## src/inc/cucfg_pkg.sv

```systemverilog
// Constants and carriers for the customer configuration register block.
// Assumes a 32-bit classic Wishbone slave port and a flash load engine outside.
//
// Behaviour
// Every writable field stays locked until the key field is written 01, then 10, then 11.
// With the key at 11, writable fields take any write until the key is cleared.
// With the key at 11, only a write of 00 clears it; other values are ignored and 11 stays.
// Writes to read-only or locked bits change nothing and still end with a normal ack.
// The program-block flag loads 0 from an erased area, 1 on a match; 1 blocks page program.
// The erase-block flag loads 0 from an erased area, 1 on a match; 1 blocks page erase.
// Crystal-off loads 1 erased, 0 matched, is writable, and moves the crystal pins to port lines.
// Crystal-bypass loads 0 erased, 1 matched, is writable, and turns the input into a clock input; the code does so only while crystal-off is 0.
// Debug-off loads 0 erased, 1 matched, and moves the debug pins to port and analog lines.
// Clock-output-off loads 1 erased, 0 matched, is writable, and moves that pin to a port line.
// Reset-output-off loads 1 erased, 0 matched, is writable, and moves that pin to port-one line 6.
// Clock source select loads 1 erased, 0 matched; 1 picks the internal RC, 0 the external one.
// Serial-download-off loads 0 erased, 1 matched; 1 disables the serial download bus.
// The ADC power-on setting loads 0 erased, 1 matched and tells whether ADC defaults load.
// Only supervisor accesses reach the register; a user access changes nothing and errors.
// The key resets to 00 with the tracker idle; an out-of-order write restarts the tracker.
// Protection, debug, clock source, download and ADC fields stay read-only when unlocked.

package cucfg_pkg;

  localparam logic [7:0] CUSTOMER_CONFIGURATION_OFS = 8'h1C;
  localparam int HALF_POS = 16;
  localparam int KEY_POS = 0;
  localparam int FIELD_POS = 2;

  localparam logic [1:0] KEY_CLEAR = 2'h0;
  localparam logic [1:0] KEY_STEP1 = 2'h1;
  localparam logic [1:0] KEY_STEP2 = 2'h2;
  localparam logic [1:0] KEY_OPEN = 2'h3;

  // Field order matches register bits 11 down to 2
  typedef struct packed {
    logic adc_poweron_setting;
    logic serial_download_off;
    logic clock_source_select;
    logic reset_output_off;
    logic clock_output_off;
    logic debug_port_off;
    logic crystal_bypass;
    logic crystal_off;
    logic info_area_erase_block;
    logic info_area_program_block;
  } cucfg_fields_t;

  localparam logic [9:0] FIELDS_ERASED = 10'h0E4;
  localparam logic [9:0] FIELDS_MATCHED = 10'h31B;
  localparam logic [9:0] FIELDS_WRITABLE = 10'h06C;

  // Pin function switches, 1 = pin handed to the alternate function
  typedef struct packed {
    logic crystal_input_pin_as_port_zero_line2;
    logic crystal_output_pin_as_port_one_line7;
    logic crystal_input_pin_as_clock_input;
    logic debug_clock_pin_as_port_zero_line0;
    logic debug_data_pin_as_analog_input_line2;
    logic clock_output_pin_as_port_one_line0;
    logic reset_output_pin_as_port_one_line6;
    logic internal_rc_oscillator_selected;
  } cucfg_pins_t;

  typedef enum logic [3:0] {
    KEY_ST_IDLE = 4'h1,
    KEY_ST_ONE = 4'h2,
    KEY_ST_TWO = 4'h4,
    KEY_ST_OPEN = 4'h8
  } cucfg_key_state_t;

endpackage

```

## src/rtl/cucfg_unlock.sv

```systemverilog
// Unlock key tracker for the customer configuration register.
// Assumes key_wr_i is a one-cycle strobe from an accepted supervisor write.
`timescale 1ns/1ps
`default_nettype none

module cucfg_unlock (
  input wire logic clk_i,        // System clock
  input wire logic rst_i,        // Synchronous reset, active high
  input wire logic key_wr_i,     // Key field write strobe
  input wire logic [1:0] key_i,  // Value written to the key field
  output logic [1:0] key_o,      // Key field read back
  output logic open_o            // Writable fields unlocked
);

  cucfg_pkg::cucfg_key_state_t state_r;
  cucfg_pkg::cucfg_key_state_t state_nxt;

  always_comb
  begin
    state_nxt = state_r;
    if (key_wr_i)
    begin
      case (state_r)
        cucfg_pkg::KEY_ST_OPEN:
        begin
          if (key_i == cucfg_pkg::KEY_CLEAR)
            state_nxt = cucfg_pkg::KEY_ST_IDLE;
        end
        cucfg_pkg::KEY_ST_ONE:
        begin
          if (key_i == cucfg_pkg::KEY_STEP2)
            state_nxt = cucfg_pkg::KEY_ST_TWO;
          else if (key_i == cucfg_pkg::KEY_STEP1)
            state_nxt = cucfg_pkg::KEY_ST_ONE;
          else
            state_nxt = cucfg_pkg::KEY_ST_IDLE;
        end
        cucfg_pkg::KEY_ST_TWO:
        begin
          if (key_i == cucfg_pkg::KEY_OPEN)
            state_nxt = cucfg_pkg::KEY_ST_OPEN;
          else if (key_i == cucfg_pkg::KEY_STEP1)
            state_nxt = cucfg_pkg::KEY_ST_ONE;
          else
            state_nxt = cucfg_pkg::KEY_ST_IDLE;
        end
        default:
        begin
          if (key_i == cucfg_pkg::KEY_STEP1)
            state_nxt = cucfg_pkg::KEY_ST_ONE;
          else
            state_nxt = cucfg_pkg::KEY_ST_IDLE;
        end
      endcase
    end
  end

  always_ff @(posedge clk_i)
  begin
    if (rst_i)
      state_r <= cucfg_pkg::KEY_ST_IDLE;
    else
      state_r <= state_nxt;
  end

  // Read back: 11 only when open, an early 11 shows as 00
  always_ff @(posedge clk_i)
  begin
    if (rst_i)
      key_o <= cucfg_pkg::KEY_CLEAR;
    else if (key_wr_i && state_r != cucfg_pkg::KEY_ST_OPEN)
      key_o <= (state_nxt == cucfg_pkg::KEY_ST_OPEN || key_i != cucfg_pkg::KEY_OPEN) ?
               key_i : cucfg_pkg::KEY_CLEAR;
    else if (key_wr_i && key_i == cucfg_pkg::KEY_CLEAR)
      key_o <= cucfg_pkg::KEY_CLEAR;
  end

  always_ff @(posedge clk_i)
  begin
    if (rst_i)
      open_o <= 1'b0;
    else
      open_o <= (state_nxt == cucfg_pkg::KEY_ST_OPEN);
  end

endmodule // cucfg_unlock

`default_nettype wire

```

## src/rtl/cucfg_top.sv

```systemverilog
// Customer configuration register with key-protected writes and pin routing.
// Assumes a classic Wishbone master, a supervisor tag per access and a
// flash load engine that pulses load_i once after power-on.
//
// Implementation choices: the register offsets and register access over Wishbone.
`timescale 1ns/1ps
`default_nettype none

module cucfg_top (
  input wire logic clk_i,                        // System clock, 20 MHz
  input wire logic rst_i,                        // Synchronous reset, active high
  input wire logic cyc_i,                        // Wishbone cycle
  input wire logic stb_i,                        // Wishbone strobe
  input wire logic we_i,                         // Wishbone write enable
  input wire logic [7:0] adr_i,                  // Wishbone byte address
  input wire logic [3:0] sel_i,                  // Wishbone byte selects
  input wire logic [31:0] dat_i,                 // Wishbone write data
  input wire logic supervisor_i,                 // Access made in supervisor mode
  input wire logic load_i,                       // Power-on load strobe
  input wire cucfg_pkg::cucfg_fields_t load_match_i, // Per field: 1 matched, 0 erased
  output logic [31:0] dat_o,                     // Wishbone read data
  output logic ack_o,                            // Wishbone acknowledge
  output logic err_o,                            // Wishbone error
  output cucfg_pkg::cucfg_fields_t fields_o,     // Current field values
  output cucfg_pkg::cucfg_pins_t pins_o,         // Pin function switches
  output logic unlocked_o                        // Writable fields open
);

  cucfg_pkg::cucfg_fields_t fields_r;
  cucfg_pkg::cucfg_fields_t load_val;
  cucfg_pkg::cucfg_fields_t write_val;
  logic [1:0] key_val;
  logic key_open;
  logic req;
  logic hit;
  logic user_req;
  logic wr_ok;
  logic rd_ok;
  logic key_wr;
  logic hi_lo_wr;
  logic hi_hi_wr;
  logic [15:0] half_wr;
  logic [15:0] half_rd;
  logic [9:0] wr_mask;

  // New request, one answer per request
  assign req = cyc_i && stb_i && !ack_o && !err_o;
  assign hit = (adr_i[7:2] == cucfg_pkg::CUSTOMER_CONFIGURATION_OFS[7:2]);
  assign user_req = req && !supervisor_i;
  assign wr_ok = req && supervisor_i && we_i && hit;
  assign rd_ok = req && supervisor_i && !we_i;

  assign half_wr = dat_i[31:16];
  assign hi_lo_wr = wr_ok && sel_i[2];
  assign hi_hi_wr = wr_ok && sel_i[3];
  assign key_wr = hi_lo_wr;

  // Erased or matched value for each field at power-on load
  assign load_val = (load_match_i & cucfg_pkg::FIELDS_MATCHED) |
                    (~load_match_i & cucfg_pkg::FIELDS_ERASED);

  // Writable bits covered by the enabled byte lanes
  always_comb
  begin
    wr_mask = cucfg_pkg::FIELDS_WRITABLE;
    if (!hi_lo_wr)
      wr_mask[5:0] = 6'h00;
    if (!hi_hi_wr)
      wr_mask[9:6] = 4'h0;
    if (!key_open)
      wr_mask = 10'h000;
  end

  assign write_val = (fields_r & ~wr_mask) |
                     (half_wr[cucfg_pkg::FIELD_POS +: 10] & wr_mask);

  cucfg_unlock u_unlock (
    .clk_i(clk_i),
    .rst_i(rst_i),
    .key_wr_i(key_wr),
    .key_i(half_wr[cucfg_pkg::KEY_POS +: 2]),
    .key_o(key_val),
    .open_o(key_open)
  );

  // Field storage: reset to erased values, load wins over a bus write
  always_ff @(posedge clk_i)
  begin
    if (rst_i)
      fields_r <= cucfg_pkg::FIELDS_ERASED;
    else if (load_i)
      fields_r <= load_val;
    else if (wr_ok)
      fields_r <= write_val;
  end

  assign half_rd = {4'h0, fields_r, key_val};

  // Bus answer: one cycle after the request, error for user mode
  always_ff @(posedge clk_i)
  begin
    if (rst_i)
      ack_o <= 1'b0;
    else
      ack_o <= req && supervisor_i;
  end

  always_ff @(posedge clk_i)
  begin
    if (rst_i)
      err_o <= 1'b0;
    else
      err_o <= user_req;
  end

  // Low half and other words read as zero
  always_ff @(posedge clk_i)
  begin
    if (rst_i)
      dat_o <= 32'h0000_0000;
    else if (rd_ok && hit)
      dat_o <= {half_rd, 16'h0000};
    else if (req)
      dat_o <= 32'h0000_0000;
  end

  always_ff @(posedge clk_i)
  begin
    if (rst_i)
      fields_o <= cucfg_pkg::FIELDS_ERASED;
    else
      fields_o <= fields_r;
  end

  always_ff @(posedge clk_i)
  begin
    if (rst_i)
      unlocked_o <= 1'b0;
    else
      unlocked_o <= key_open;
  end

  // Pin routing follows the fields
  always_ff @(posedge clk_i)
  begin
    if (rst_i)
    begin
      pins_o <= '0;
    end
    else
    begin
      pins_o.crystal_input_pin_as_port_zero_line2 <= fields_r.crystal_off;
      pins_o.crystal_output_pin_as_port_one_line7 <=
        fields_r.crystal_off || fields_r.crystal_bypass;
      pins_o.crystal_input_pin_as_clock_input <=
        fields_r.crystal_bypass && !fields_r.crystal_off;
      pins_o.debug_clock_pin_as_port_zero_line0 <= fields_r.debug_port_off;
      pins_o.debug_data_pin_as_analog_input_line2 <= fields_r.debug_port_off;
      pins_o.clock_output_pin_as_port_one_line0 <= fields_r.clock_output_off;
      pins_o.reset_output_pin_as_port_one_line6 <= fields_r.reset_output_off;
      pins_o.internal_rc_oscillator_selected <= fields_r.clock_source_select;
    end
  end

endmodule // cucfg_top

`default_nettype wire

```

## config.mk

```make
export PLATFORM = sky130hd
export DESIGN_NAME = cucfg_top
export DESIGN_NICKNAME = d
export VERILOG_FILES = /design/src/inc/cucfg_pkg.sv /design/src/rtl/cucfg_unlock.sv /design/src/rtl/cucfg_top.sv
export SDC_FILE = /design/constraint.sdc
export NUM_CORES = 1
export LEC_CHECK = 0
export ABC_AREA = 0
export BUFFER_PORTS_ARGS = -buffer_cell sky130_fd_sc_hd__buf_2
export CAP_MARGIN = 10
export CORE_MARGIN = 2
export CORE_UTILIZATION = 47
export DETAILED_ROUTE_END_ITERATION = 12
export PLACE_DENSITY = 0.91
export RECOVER_POWER = 100
export SLEW_MARGIN = 20
export SYNTH_ARGS = -nofsm -noshare
export SYNTH_HDL_FRONTEND = slang
export SYNTH_SLANG_ARGS = --single-unit
```

## constraint.sdc

```tcl
create_clock -name clk_i -period 3.7 [get_ports clk_i]
set_input_delay 0.185 -clock clk_i [delete_from_list [all_inputs] [get_ports clk_i]]
set_output_delay 0.185 -clock clk_i [all_outputs]
set_load 0.02 [all_outputs]
```

==> results of run 1 <==
report_power, final:
group | internal [mW] | switching, mW | total, mW | leakage (nW)
registers | 0.532 | 0.00783 | 0.540 | 0.392
clock network | 0.151 | 0.168 | 0.320 | 0.0434
logic | 0.0333 | 0.0670 | 0.100 | 0.504
total | 0.717 | 0.243 | 0.960 | 0.939
layer usage:
layer / up-vias / wire (um) / global-route usage, %
li1: 794 / - / -
met1: 741 / 1741 / 19.89
met2: 62 / 1941 / 27.72
met3: 0 / 239 / 4.906
met4: 0 / 0 / 4.915
met5: - / 0 / 0
sequential cells by signal, summed over array words and instances (netlist names), 2 cells and up, named ones only:
| register | count |
|---|---|
| dat_o | 12 |
| fields_o | 9 |
| fields_r | 6 |
| pins_o | 7 |
| u_unlock.key_o | 2 |
| u_unlock.state_r | 4 |
cell type report:
type,instances,area (um2)
Sequential cell,48,960.9
Clock inverter,2,15.01
Clock buffer,6,82.58
Timing Repair Buffer,64,276.5
Fill cell,426,1952
Tap cell,52,65.06
Multi-Input combinational cell,144,927.1
Inverter,4,15.01
path summary, 6_finish.rpt:
| kind | start | to | slack (ns) | cells after the start |
|---|---|---|---|---|
| hold / removal | supervisor_i | err_o | 0.1 | 2 |
| hold reg to reg | u_unlock.open_o | unlocked_o | 0.48 | 1 |
| setup reg to reg | err_o | u_unlock.key_o[0] | 0.82 | 7 |
| setup / recovery | err_o | u_unlock.key_o[0] | 0.82 | 7 |
logic make-up (layout without fill, tap and decap cells):
kind of cell,after synthesis,after routing
simple gates,73,73
flops,48,48
buf+inv,39,76
compound gates,33,33
mux,13,13
fa+ha+maj,5,5
other cells,1,20
worst register-to-register path: cells and delay by family (launching register included):
family / cells / cell delay, ns
multiplexers: 1 / 0.39
AO/OA/AOI/OAI: 2 / 0.52
flip-flops: 1 / 0.32
buffers and inverters: 1 / 0.37
AND/OR/NAND/NOR: 3 / 1.18
metrics by stage:
step           util (%)  worst slack [ns]  power [mW]  std cells
3_3_place_gp      53.47             1.055      0.6521        312
2_1_floorplan         -             1.704      0.6368        231
5_1_grt           54.55            0.5962       1.005        320
6_report          54.55            0.8191      0.9597        320
3_5_place_dp      53.47            0.9608      0.6558        312
4_1_cts           55.74            0.9429      0.9756        320
cells in the final DEF (no fill, tap or decap), drive strengths merged, types with 2 or more instances in the layout:
cell type,n
or3,2
nor3b,2
or2,5
nand4bb,2
ha,5
nor2b,13
mux2,2
nand4,2
or3b,2
nand2b,6
a211oi,2
a32oi,2
a22oi,12
o41ai,2
a21oi,7
nand3b,3
clkbuf,41
buf,29
nor2,27
conb,20
inv,4
clkinvlp,2
nand2,5
mux2i,11
dfxtp,48
==> tab_implementation.tex, run 1 <==
\begin{tabular}{lr}
\hline
Metric & Value \\
\hline
\multicolumn{2}{l}{\textbf{Clocking}} \\
Number of buffers created by CTS & 5 \\
Number of buffers inserted for hold repair after clock tree synthesis & 0 \\
\# H-tree levels & 2 \\
Skew-Pair Late Insertion Delay & 0.29 ns \\
Buffers inserted during post-CTS setup optimization & 0 \\
CTS Root Cell & sky130\_fd\_sc\_hd\_\_clkbuf\_8 \\
Clock net sink count & 48 \\
Number of gates resized after CTS & 0 \\
Maximum root-to-sink buffer count & 2 \\
CTS tree & done \\
Clock transition at path regs & 0.08 ns \\
\multicolumn{2}{l}{\textbf{Floorplan}} \\
Initial Util & between 40\% and 50\% \\
Site Rows & 24 \\
Total core area & 4294 um2 \\
I/O pins & approximately 110 \\
Width of the die & 70.12 um \\
Vert. Die Dim & 70.12 um \\
DIE AREA & 4916 um2 \\
\multicolumn{2}{l}{\textbf{Finish}} \\
Share of post-route cells with drive strength above 1 & 17.16\% \\
Total Nets Final & about 330 \\
Antenna fix cells & 0 \\
Area of all placed cells without fillers & 2342 um2 \\
Growth of design area from synthesis to finish & 14.01\% \\
\multicolumn{2}{l}{\textbf{Critical path}} \\
CP Data Arrival Time & 3.07 ns \\
Max FO, Critical Path & 10 \\
Worst EP required & around 3.9 ns \\
Setup CP Type & flop to flop \\
Slowest CP cell & sky130\_fd\_sc\_hd\_\_nor4\_4 \\
Crit-path cells & nand4bb\_1 -> clkbuf\_1 -> nor4\_4 -> mux2\_1 -> a211oi\_1 -> nand4\_1 -> a21oi\_1 \\
Family of cells with the greatest summed delay on the critical path & simple AND/OR/NAND/NOR gates \\
Crit path launch type & flop \\
Crit path buffers/inverters & 1 \\
Setup crit end kind & flop \\
Maximum single-stage delay on the critical path & 0.54 ns \\
\multicolumn{2}{l}{\textbf{Route}} \\
DR vias/cell & $\sim$5 \\
Routed len/inst & 12.26 um \\
Routed wire length & 3922 um \\
Number of iterations in the first detailed-routing pass & 4 \\
Drc violations & 0 \\
Starting DRT DRC Count & 117 \\
Final antenna-violating net count & 0 \\
Routed via count & 1597 \\
\multicolumn{2}{l}{\textbf{Logic synthesis}} \\
Flip-flop and latch count after synthesis & 48 \\
Area of the mapped netlist & 2054 um2 \\
Simple-gate portion of the synthesized area & between 20 and 25\% \\
Main area contributors after synthesis & sky130\_fd\_sc\_hd\_\_dfxtp\_1 (47\%), sky130\_fd\_sc\_hd\_\_buf\_4 (8.0\%), sky130\_fd\_sc\_hd\_\_mux2i\_1 (5.4\%) \\
Adder-cell area share of the yosys netlist & 3.045\% \\
Share of synthesized registers carrying an async set or reset & 0\% \\
Mux share of post-synthesis cell area & 6.456\% \\
Count of warnings emitted by yosys & 0 \\
Area fraction in compound gates after synthesis & about an eighth \\
Most frequent cells after synthesis & sky130\_fd\_sc\_hd\_\_dfxtp\_1 (48), sky130\_fd\_sc\_hd\_\_nor2\_1 (27), sky130\_fd\_sc\_hd\_\_buf\_4 (22) \\
Mean post-synth cell area & 9.691 um2 \\
Dominant combinational cell family by area after synthesis & simple AND/OR/NAND/NOR gates \\
Sequential element share of the synthesized area & 46.77\% \\
Xor-xnor portion of the synthesized cell area & 0\% \\
Cell count after synthesis & 212 \\
Post-synth EDFFs & 0 \\
Leading register cell type out of synthesis & sky130\_fd\_sc\_hd\_\_dfxtp\_1 \\
Synth unique cells & between 40 and 50 \\
Area leader, netlist & sky130\_fd\_sc\_hd\_\_dfxtp\_1 \\
Most frequently used cell type in the post-synthesis netlist & sky130\_fd\_sc\_hd\_\_dfxtp\_1 \\
Share of Yosys cell area claimed by the top area cell type & 46.77\% \\
\multicolumn{2}{l}{\textbf{STA}} \\
Worst slew margin relative to its limit & -17.16\% \\
Setup repair after global routing missed its margin & no \\
Fin Hold WS & 0.09717 ns \\
Worst-Margin Slew & 1.757 ns \\
Number of max-slew violations in the final report & 47 \\
Final clock period utilization by the worst path & 77.86\% \\
Post-route minimum period & 2.881 ns \\
Final number of setup-violating endpoints & 0 \\
Setup TNS & 0 ns \\
Hold Violations, Final & 0 \\
Fmax & 0.3471 GHz \\
Worst-case clock skew & 0.005252 ns \\
\multicolumn{2}{l}{\textbf{Job}} \\
Maximum Capacitance Violations & 1 \\
\multicolumn{2}{l}{\textbf{GRT}} \\
Maximum number of pins on one net before global-route repair & 47 \\
Global-route congestion overflow total & 0 \\
First-pass GRT wire length & 6458 um \\
Vias in the first global route & 1447 \\
Initial antenna violation count & 0 \\
GRT Util Overall & approximately 16\% \\
\multicolumn{2}{l}{\textbf{Power}} \\
Peak supply drop & 219.5 uV \\
Power density cells & slightly above 400 nW/um2 \\
LEAKAGE & approximately 0.94 nW \\
\multicolumn{2}{l}{\textbf{Hold path}} \\
Type of the worst min-delay path & input pin to flop \\
\multicolumn{2}{l}{\textbf{Run status}} \\
Violated checks & capacitance limit, slew limit \\
Run status & complete, but fails checks \\
\multicolumn{2}{l}{\textbf{Placement}} \\
Global placer's final weighted congestion & 0.7465 \\
Placement Cell Area & 2296 um2 \\
Number of port buffers & 63 \\
Placed wire-length estimate after detailed placement & approximately 2800 um \\
\hline
\end{tabular}
(Power assumes the default switching activity.)
==> run 2, diff against run 1 <==
Settings changed: CORE_UTILIZATION 47 to 44, PLACE_DENSITY 0.91 to 0.86.
Clock period 3.7 ns to 2.9 ns, I/O delays scaled along.
==> tab_implementation.tex, run 2 (synthesized netlist as in run 1, its figures left out) <==
\begin{tabular}{lr}
\hline
Metric & Value \\
\hline
\multicolumn{2}{l}{\textbf{Clocking}} \\
\# H-tree levels & 2 (unchanged) \\
CTS Root Cell & sky130\_fd\_sc\_hd\_\_clkbuf\_8 \\
Number of gates resized after CTS & 0 (unchanged) \\
Number of buffers created by CTS & 5 (unchanged) \\
Buffers inserted during post-CTS setup optimization & 0 (unchanged) \\
Skew-Pair Late Insertion Delay & 0.28 ns (about the same) \\
Clock net sink count & 48 (unchanged) \\
Number of buffers inserted for hold repair after clock tree synthesis & 0 (unchanged) \\
Clock transition at path regs & 0.08 ns (about the same) \\
CTS tree & done \\
Maximum root-to-sink buffer count & 2 (unchanged) \\
\multicolumn{2}{l}{\textbf{Critical path}} \\
CP Data Arrival Time & 2.50 ns (-0.57 ns) \\
Worst reg2reg path depth & 7 (unchanged) \\
Setup CP Type & flop to flop \\
Setup crit end kind & flop \\
FF-to-FF End & u\_unlock.key\_o[1] \\
Slack of the worst reg-to-reg path & 0.48 ns (-0.34 ns) \\
Worst EP required & 2.98 ns (-0.91 ns) \\
Crit path launch type & flop \\
Worst r2r src & err\_o \\
Max FO, Critical Path & 16 (+6) \\
\multicolumn{2}{l}{\textbf{Hold path}} \\
Type of the worst min-delay path & input pin to flop \\
Min-Delay Path Depth & 2 (unchanged) \\
Endpoint of the worst hold-timing path & err\_o \\
Launch point of the worst hold path & supervisor\_i \\
\multicolumn{2}{l}{\textbf{STA}} \\
Worst setup margin & 0.4759 ns (-0.3432 ns) \\
Worst slew margin relative to its limit & -20.45\% (-3.3 points) \\
Fmax & 0.4125 GHz (+19\%) \\
Number of max-slew violations in the final report & 47 (unchanged) \\
Final number of setup-violating endpoints & 0 (unchanged) \\
Worst-case clock skew & 0.004283 ns (-0.0009690 ns) \\
Post-route minimum period & 2.424 ns (-0.4568 ns) \\
Setup TNS & 0 ns (unchanged) \\
Setup repair after global routing missed its margin & no \\
Final clock period utilization by the worst path & 83.59\% (+5.7 points) \\
Hold Violations, Final & 0 (unchanged) \\
Worst-Margin Slew & 1.807 ns (+0.04939 ns) \\
\multicolumn{2}{l}{\textbf{GRT}} \\
Global-route congestion overflow total & 0 (unchanged) \\
Maximum number of pins on one net before global-route repair & 47 (unchanged) \\
Vias in the first global route & 1377 (-4.8\%) \\
GRT Util Overall & 15.15\% (-1.2 points) \\
Initial antenna violation count & 0 (unchanged) \\
First-pass GRT wire length & 6189 um (-4.2\%) \\
\multicolumn{2}{l}{\textbf{Placement}} \\
Placement Cell Area & 2303 um2 (+0.33\%) \\
Placed wire-length estimate after detailed placement & 2866 um (+0.61\%) \\
Number of port buffers & 63 (unchanged) \\
Global placer's final weighted congestion & 0.7818 (+4.7\%) \\
Post-Place Setup Slack & 0.6843 ns (-0.2765 ns) \\
Number of placed instances with taps included & 313 (+0.32\%) \\
\multicolumn{2}{l}{\textbf{Route}} \\
Final antenna-violating net count & 0 (unchanged) \\
Starting DRT DRC Count & 92 (-21\%) \\
Routed wire length & 3968 um (+1.2\%) \\
Routed len/inst & 12.36 um (+0.86\%) \\
Number of iterations in the first detailed-routing pass & 4 (unchanged) \\
Routed via count & 1569 (-1.8\%) \\
DR vias/cell & 4.888 (-2.1\%) \\
Drc violations & 0 (unchanged) \\
\multicolumn{2}{l}{\textbf{Finish}} \\
Area of all placed cells without fillers & 2355 um2 (+0.53\%) \\
Share of post-route cells with drive strength above 1 & 17.10\% (-0.064 points) \\
Registers with the highest flip-flop counts & dat\_o x12, fields\_o x9, pins\_o x7 \\
Commonest non-fill, non-tap cells in the layout & sky130\_fd\_sc\_hd\_\_dfxtp\_1 (48), sky130\_fd\_sc\_hd\_\_clkbuf\_1 (36), sky130\_fd\_sc\_hd\_\_buf\_2 (29) \\
Most common cell after layout, fill and taps aside & sky130\_fd\_sc\_hd\_\_dfxtp\_1 \\
Total Nets Final & 334 (+0.30\%) \\
Total area of multi-input combinational cells & 924.6 um2 (-0.27\%) \\
Area of all sequential standard cells & 960.9 um2 (unchanged) \\
Reg with most FFs & dat\_o \\
Count of non-filler cells in the finished layout & 321 (+0.31\%) \\
Number of fill cells in the layout & 430 (+0.94\%) \\
Antenna fix cells & 0 (unchanged) \\
Growth of design area from synthesis to finish & 14.62\% \\
Flip-flop count of the largest register, all copies and words added & 12 (unchanged) \\
\multicolumn{2}{l}{\textbf{Floorplan}} \\
Vert. Die Dim & 72.33 um (+3.2\%) \\
Initial Util & 46.54\% (-1.3 points) \\
DIE AREA & 5232 um2 (+6.4\%) \\
Width of the die & 72.33 um (+3.2\%) \\
Site Rows & 24 (unchanged) \\
Total core area & 4414 um2 (+2.8\%) \\
I/O pins & 114 (unchanged) \\
\multicolumn{2}{l}{\textbf{Power}} \\
LEAKAGE & 0.9507 nW (+1.2\%) \\
Peak supply drop & 338.4 uV (+54\%) \\
Power density cells & 541.8 nW/um2 (+32\%) \\
\multicolumn{2}{l}{\textbf{Run status}} \\
Violated checks & capacitance limit, slew limit \\
Run status & complete, but fails checks \\
\multicolumn{2}{l}{\textbf{Job}} \\
Maximum Capacitance Violations & 1 (unchanged) \\
\hline
\end{tabular}
[run 2: where the power goes]
part,internal [mW],switching (mW),total (mW)
clock,0.256,0.203,0.459
sequential,0.679,0.00982,0.689
combinational,0.0427,0.0854,0.128
total,0.977,0.299,1.28
[run 2: how the worst max path moves through the flow]
stage | from | endpoint | slack (ns)
after floorplan | err_o | u_unlock.key_o[0] | 0.90
after global placement | err_o | u_unlock.key_o[1] | 0.76
after detailed placement | err_o | u_unlock.key_o[1] | 0.68
after CTS | err_o | u_unlock.key_o[1] | 0.65
after global routing | err_o | u_unlock.key_o[1] | 0.26
final | err_o | u_unlock.key_o[1] | 0.48
[run 2: area by class of cell]
cell class / count / area share [%]
clock inverters: 2 / 1.488
clock buffers: 6 / 3.082
well taps: 52 / 2.763
inverters: 4 / 0.6376
repair buffers: 65 / 11.96
multi-input cells: 144 / 39.27
flip-flops and latches: 48 / 40.81
[run 2: routing by layer]
| layer | GRT usage, % | up-vias | wire [um] | share of wire, % |
|---|---|---|---|---|
| met5 | 0 | - | 0 | 0 |
| met4 | 4.403 | 0 | 23 | 0.58 |
| met3 | 4.444 | 4 | 304 | 7.7 |
| met2 | 25.89 | 57 | 1901 | 48 |
| met1 | 18.45 | 714 | 1738 | 44 |
| li1 | - | 794 | - | - |
[run 2: worst max-delay path, cell delays in order, from the launching register on]
cell	delay, ns
sky130_fd_sc_hd__dfxtp_1	0.32
sky130_fd_sc_hd__nand4bb_1	0.17
sky130_fd_sc_hd__clkbuf_2	0.30
sky130_fd_sc_hd__or3_1	0.49
sky130_fd_sc_hd__o41ai_1	0.56
sky130_fd_sc_hd__a211oi_2	0.18
sky130_fd_sc_hd__nand4_1	0.12
sky130_fd_sc_hd__a21oi_1	0.08
[run 2: through the flow]
stage | util, % | hold slack (ns) | power (mW)
detailed placement | 52.18 | 0.3471 | 0.8365
floorplan | - | 0.2243 | 0.8125
finish | 53.34 | 0.04277 | 1.276
global placement | 52.18 | 0.3438 | 0.8328
global route | 53.34 | 0.03568 | 1.336
CTS | 54.62 | 0.03516 | 1.290
==> run 3, diff against run 2 <==
Clock period 2.9 ns to 2.5 ns, I/O delays scaled along.
==> tab_implementation.tex, run 3 (synthesized netlist as in run 1, its figures left out) <==
\begin{tabular}{lr}
\hline
Metric & Value \\
\hline
\multicolumn{2}{l}{\textbf{Route}} \\
Number of iterations in the first detailed-routing pass & 4 (unchanged) \\
Drc violations & 0 (unchanged) \\
Routed len/inst & 12.06 um (-2.5\%) \\
Final antenna-violating net count & 0 (unchanged) \\
Routed wire length & 3882 um (-2.2\%) \\
Routed via count & 1549 (-1.3\%) \\
Starting DRT DRC Count & 65 (-29\%) \\
DR vias/cell & 4.811 (-1.6\%) \\
\multicolumn{2}{l}{\textbf{Finish}} \\
Antenna fix cells & 0 (unchanged) \\
Total Nets Final & 335 (+0.30\%) \\
Number of fill cells in the layout & 426 (-0.93\%) \\
Area of all sequential standard cells & 960.9 um2 (unchanged) \\
Total area of multi-input combinational cells & 917.1 um2 (-0.81\%) \\
Count of non-filler cells in the finished layout & 322 (+0.31\%) \\
Flip-flop count of the largest register, all copies and words added & 12 (unchanged) \\
Most common cell after layout, fill and taps aside & sky130\_fd\_sc\_hd\_\_dfxtp\_1 \\
Reg with most FFs & dat\_o \\
Growth of design area from synthesis to finish & 13.89\% \\
Share of post-route cells with drive strength above 1 & 17.41\% (+0.31 points) \\
Registers with the highest flip-flop counts & dat\_o x12, fields\_o x9, pins\_o x7 \\
Commonest non-fill, non-tap cells in the layout & sky130\_fd\_sc\_hd\_\_dfxtp\_1 (48), sky130\_fd\_sc\_hd\_\_clkbuf\_1 (37), sky130\_fd\_sc\_hd\_\_buf\_2 (29) \\
\multicolumn{2}{l}{\textbf{Clocking}} \\
Buffers inserted during post-CTS setup optimization & 0 (unchanged) \\
CTS tree & done \\
Clock transition at path regs & 0.08 ns (about the same) \\
\# H-tree levels & 2 (unchanged) \\
CTS Root Cell & sky130\_fd\_sc\_hd\_\_clkbuf\_8 \\
Clock net sink count & 48 (unchanged) \\
Skew-Pair Late Insertion Delay & 0.29 ns (about the same) \\
Number of buffers inserted for hold repair after clock tree synthesis & 0 (unchanged) \\
Maximum root-to-sink buffer count & 2 (unchanged) \\
Number of gates resized after CTS & 0 (unchanged) \\
Number of buffers created by CTS & 5 (unchanged) \\
\multicolumn{2}{l}{\textbf{Run status}} \\
Run status & complete, but fails checks \\
Violated checks & capacitance limit, slew limit \\
\multicolumn{2}{l}{\textbf{Critical path}} \\
Worst r2r src & err\_o \\
Worst EP required & 2.70 ns (-0.28 ns) \\
Crit path from & err\_o \\
Max FO, Critical Path & 6 (-10) \\
Crit-path cells & nand4bb\_1 -> nor4\_1 -> clkbuf\_1 -> mux2i\_1 -> a211oi\_2 -> nand4\_1 -> a21oi\_1 \\
Setup CP Type & flop to flop \\
Slowest CP cell & sky130\_fd\_sc\_hd\_\_nor4\_1 \\
Maximum single-stage delay on the critical path & 0.40 ns (-0.16 ns) \\
Crit path launch type & flop \\
Setup crit end kind & flop \\
CP Data Arrival Time & 2.31 ns (-0.19 ns) \\
\multicolumn{2}{l}{\textbf{Floorplan}} \\
Site Rows & 24 (unchanged) \\
DIE AREA & 5232 um2 (unchanged) \\
Width of the die & 72.33 um (unchanged) \\
Vert. Die Dim & 72.33 um (unchanged) \\
Initial Util & 46.54\% (unchanged) \\
Total core area & 4414 um2 (unchanged) \\
I/O pins & 114 (unchanged) \\
\multicolumn{2}{l}{\textbf{STA}} \\
Worst-case clock skew & 0.004121 ns (-0.0001615 ns) \\
Final number of setup-violating endpoints & 0 (unchanged) \\
Worst-Margin Slew & 1.761 ns (-0.04535 ns) \\
Fmax & 0.4729 GHz (+15\%) \\
Worst slew margin relative to its limit & -17.43\% (+3.0 points) \\
Number of max-slew violations in the final report & 47 (unchanged) \\
Setup repair after global routing missed its margin & no \\
Setup TNS & 0 ns (unchanged) \\
Final clock period utilization by the worst path & 84.58\% (+0.99 points) \\
Post-route minimum period & 2.115 ns (-0.3096 ns) \\
Hold Violations, Final & 0 (unchanged) \\
\multicolumn{2}{l}{\textbf{Power}} \\
Peak supply drop & 415.5 uV (+23\%) \\
Post-layout total power & 1.403 mW (+10\%) \\
Sequential fraction of design power & 56.9\% (+2.9 points) \\
LEAKAGE & 0.9380 nW (-1.3\%) \\
Internal power & 1.062 mW (+8.7\%) \\
Switching share of total power & 24.31\% (+0.92 points) \\
Combinational share of power & 10.5\% (+0.5 points) \\
Clock Power Share & 32.6\% (-3.4 points) \\
Sw Pwr & 0.3411 mW (+14\%) \\
Power density cells & 599.7 nW/um2 (+11\%) \\
\multicolumn{2}{l}{\textbf{Hold path}} \\
Type of the worst min-delay path & input pin to flop \\
Launch point of the worst hold path & supervisor\_i \\
\multicolumn{2}{l}{\textbf{Placement}} \\
Number of port buffers & 63 (unchanged) \\
Number of placed instances with taps included & 314 (+0.32\%) \\
Placed wire-length estimate after detailed placement & 2822 um (-1.5\%) \\
Global placer's final weighted congestion & 0.8073 (+3.3\%) \\
\multicolumn{2}{l}{\textbf{Job}} \\
Maximum Capacitance Violations & 1 (unchanged) \\
\multicolumn{2}{l}{\textbf{GRT}} \\
GRT Util Overall & 14.77\% (-0.38 points) \\
Global-route congestion overflow total & 0 (unchanged) \\
First-pass GRT wire length & 6065 um (-2.0\%) \\
Vias in the first global route & 1397 (+1.5\%) \\
Maximum number of pins on one net before global-route repair & 47 (unchanged) \\
Initial antenna violation count & 0 (unchanged) \\
\hline
\end{tabular}
[run 3: worst max-delay path, delay by kind of cell, from the launching register on]
family	cells	cell delay [ns]
buf+inv	1	0.33
simple gates	3	0.78
compound gates	2	0.44
flops	1	0.31
mux	1	0.16
[run 3: power by group through the flow]
stage | clock, mW | combinational, mW | sequential (mW)
floorplan | 0 | 0.110 | 0.832
global placement | 0 | 0.150 | 0.816
detailed placement | 0 | 0.154 | 0.816
CTS | 0.473 | 0.154 | 0.798
global route | 0.506 | 0.162 | 0.802
finish | 0.457 | 0.148 | 0.799
[run 3: metal layers]
metal  vias to the layer above  track usage, %  wire length (um)
met5                         -               0                 0
met4                         0           5.241                39
met3                         7           4.167               301
met2                        59           25.28              1806
met1                       686           17.68              1735
li1                        797               -                 -
[run 3: worst paths after layout]
check                      endpoint  slack, ns  cells after the start
hold reg to reg         fields_o[0]       0.49                      1
hold / removal                err_o       0.03                      2
setup / recovery  u_unlock.key_o[1]       0.39                      7
setup reg to reg  u_unlock.key_o[1]       0.39                      7
[run 3: area by class of cell]
class                      instances  area share, %
tap                               52          2.781
timing repair buffer              66          12.30
clock inverter                     1         0.3209
sequential                        48          41.07
clock buffer                       7          3.690
multi-input combinational        144          39.20
inverter                           4         0.6417
[run 3: per-stage QoR]
stage	hold WS (ns)	util (%)	worst slack, ns	cell area [um2]
after floorplan	0.2043	-	0.5035	2126
after global placement	0.3256	52.35	0.5313	2311
after detailed placement	0.3249	52.35	0.5206	2311
after CTS	0.009131	54.48	0.4980	2405
after global routing	0.02545	53.00	0.1901	2340
final	0.02603	53.00	0.3855	2340
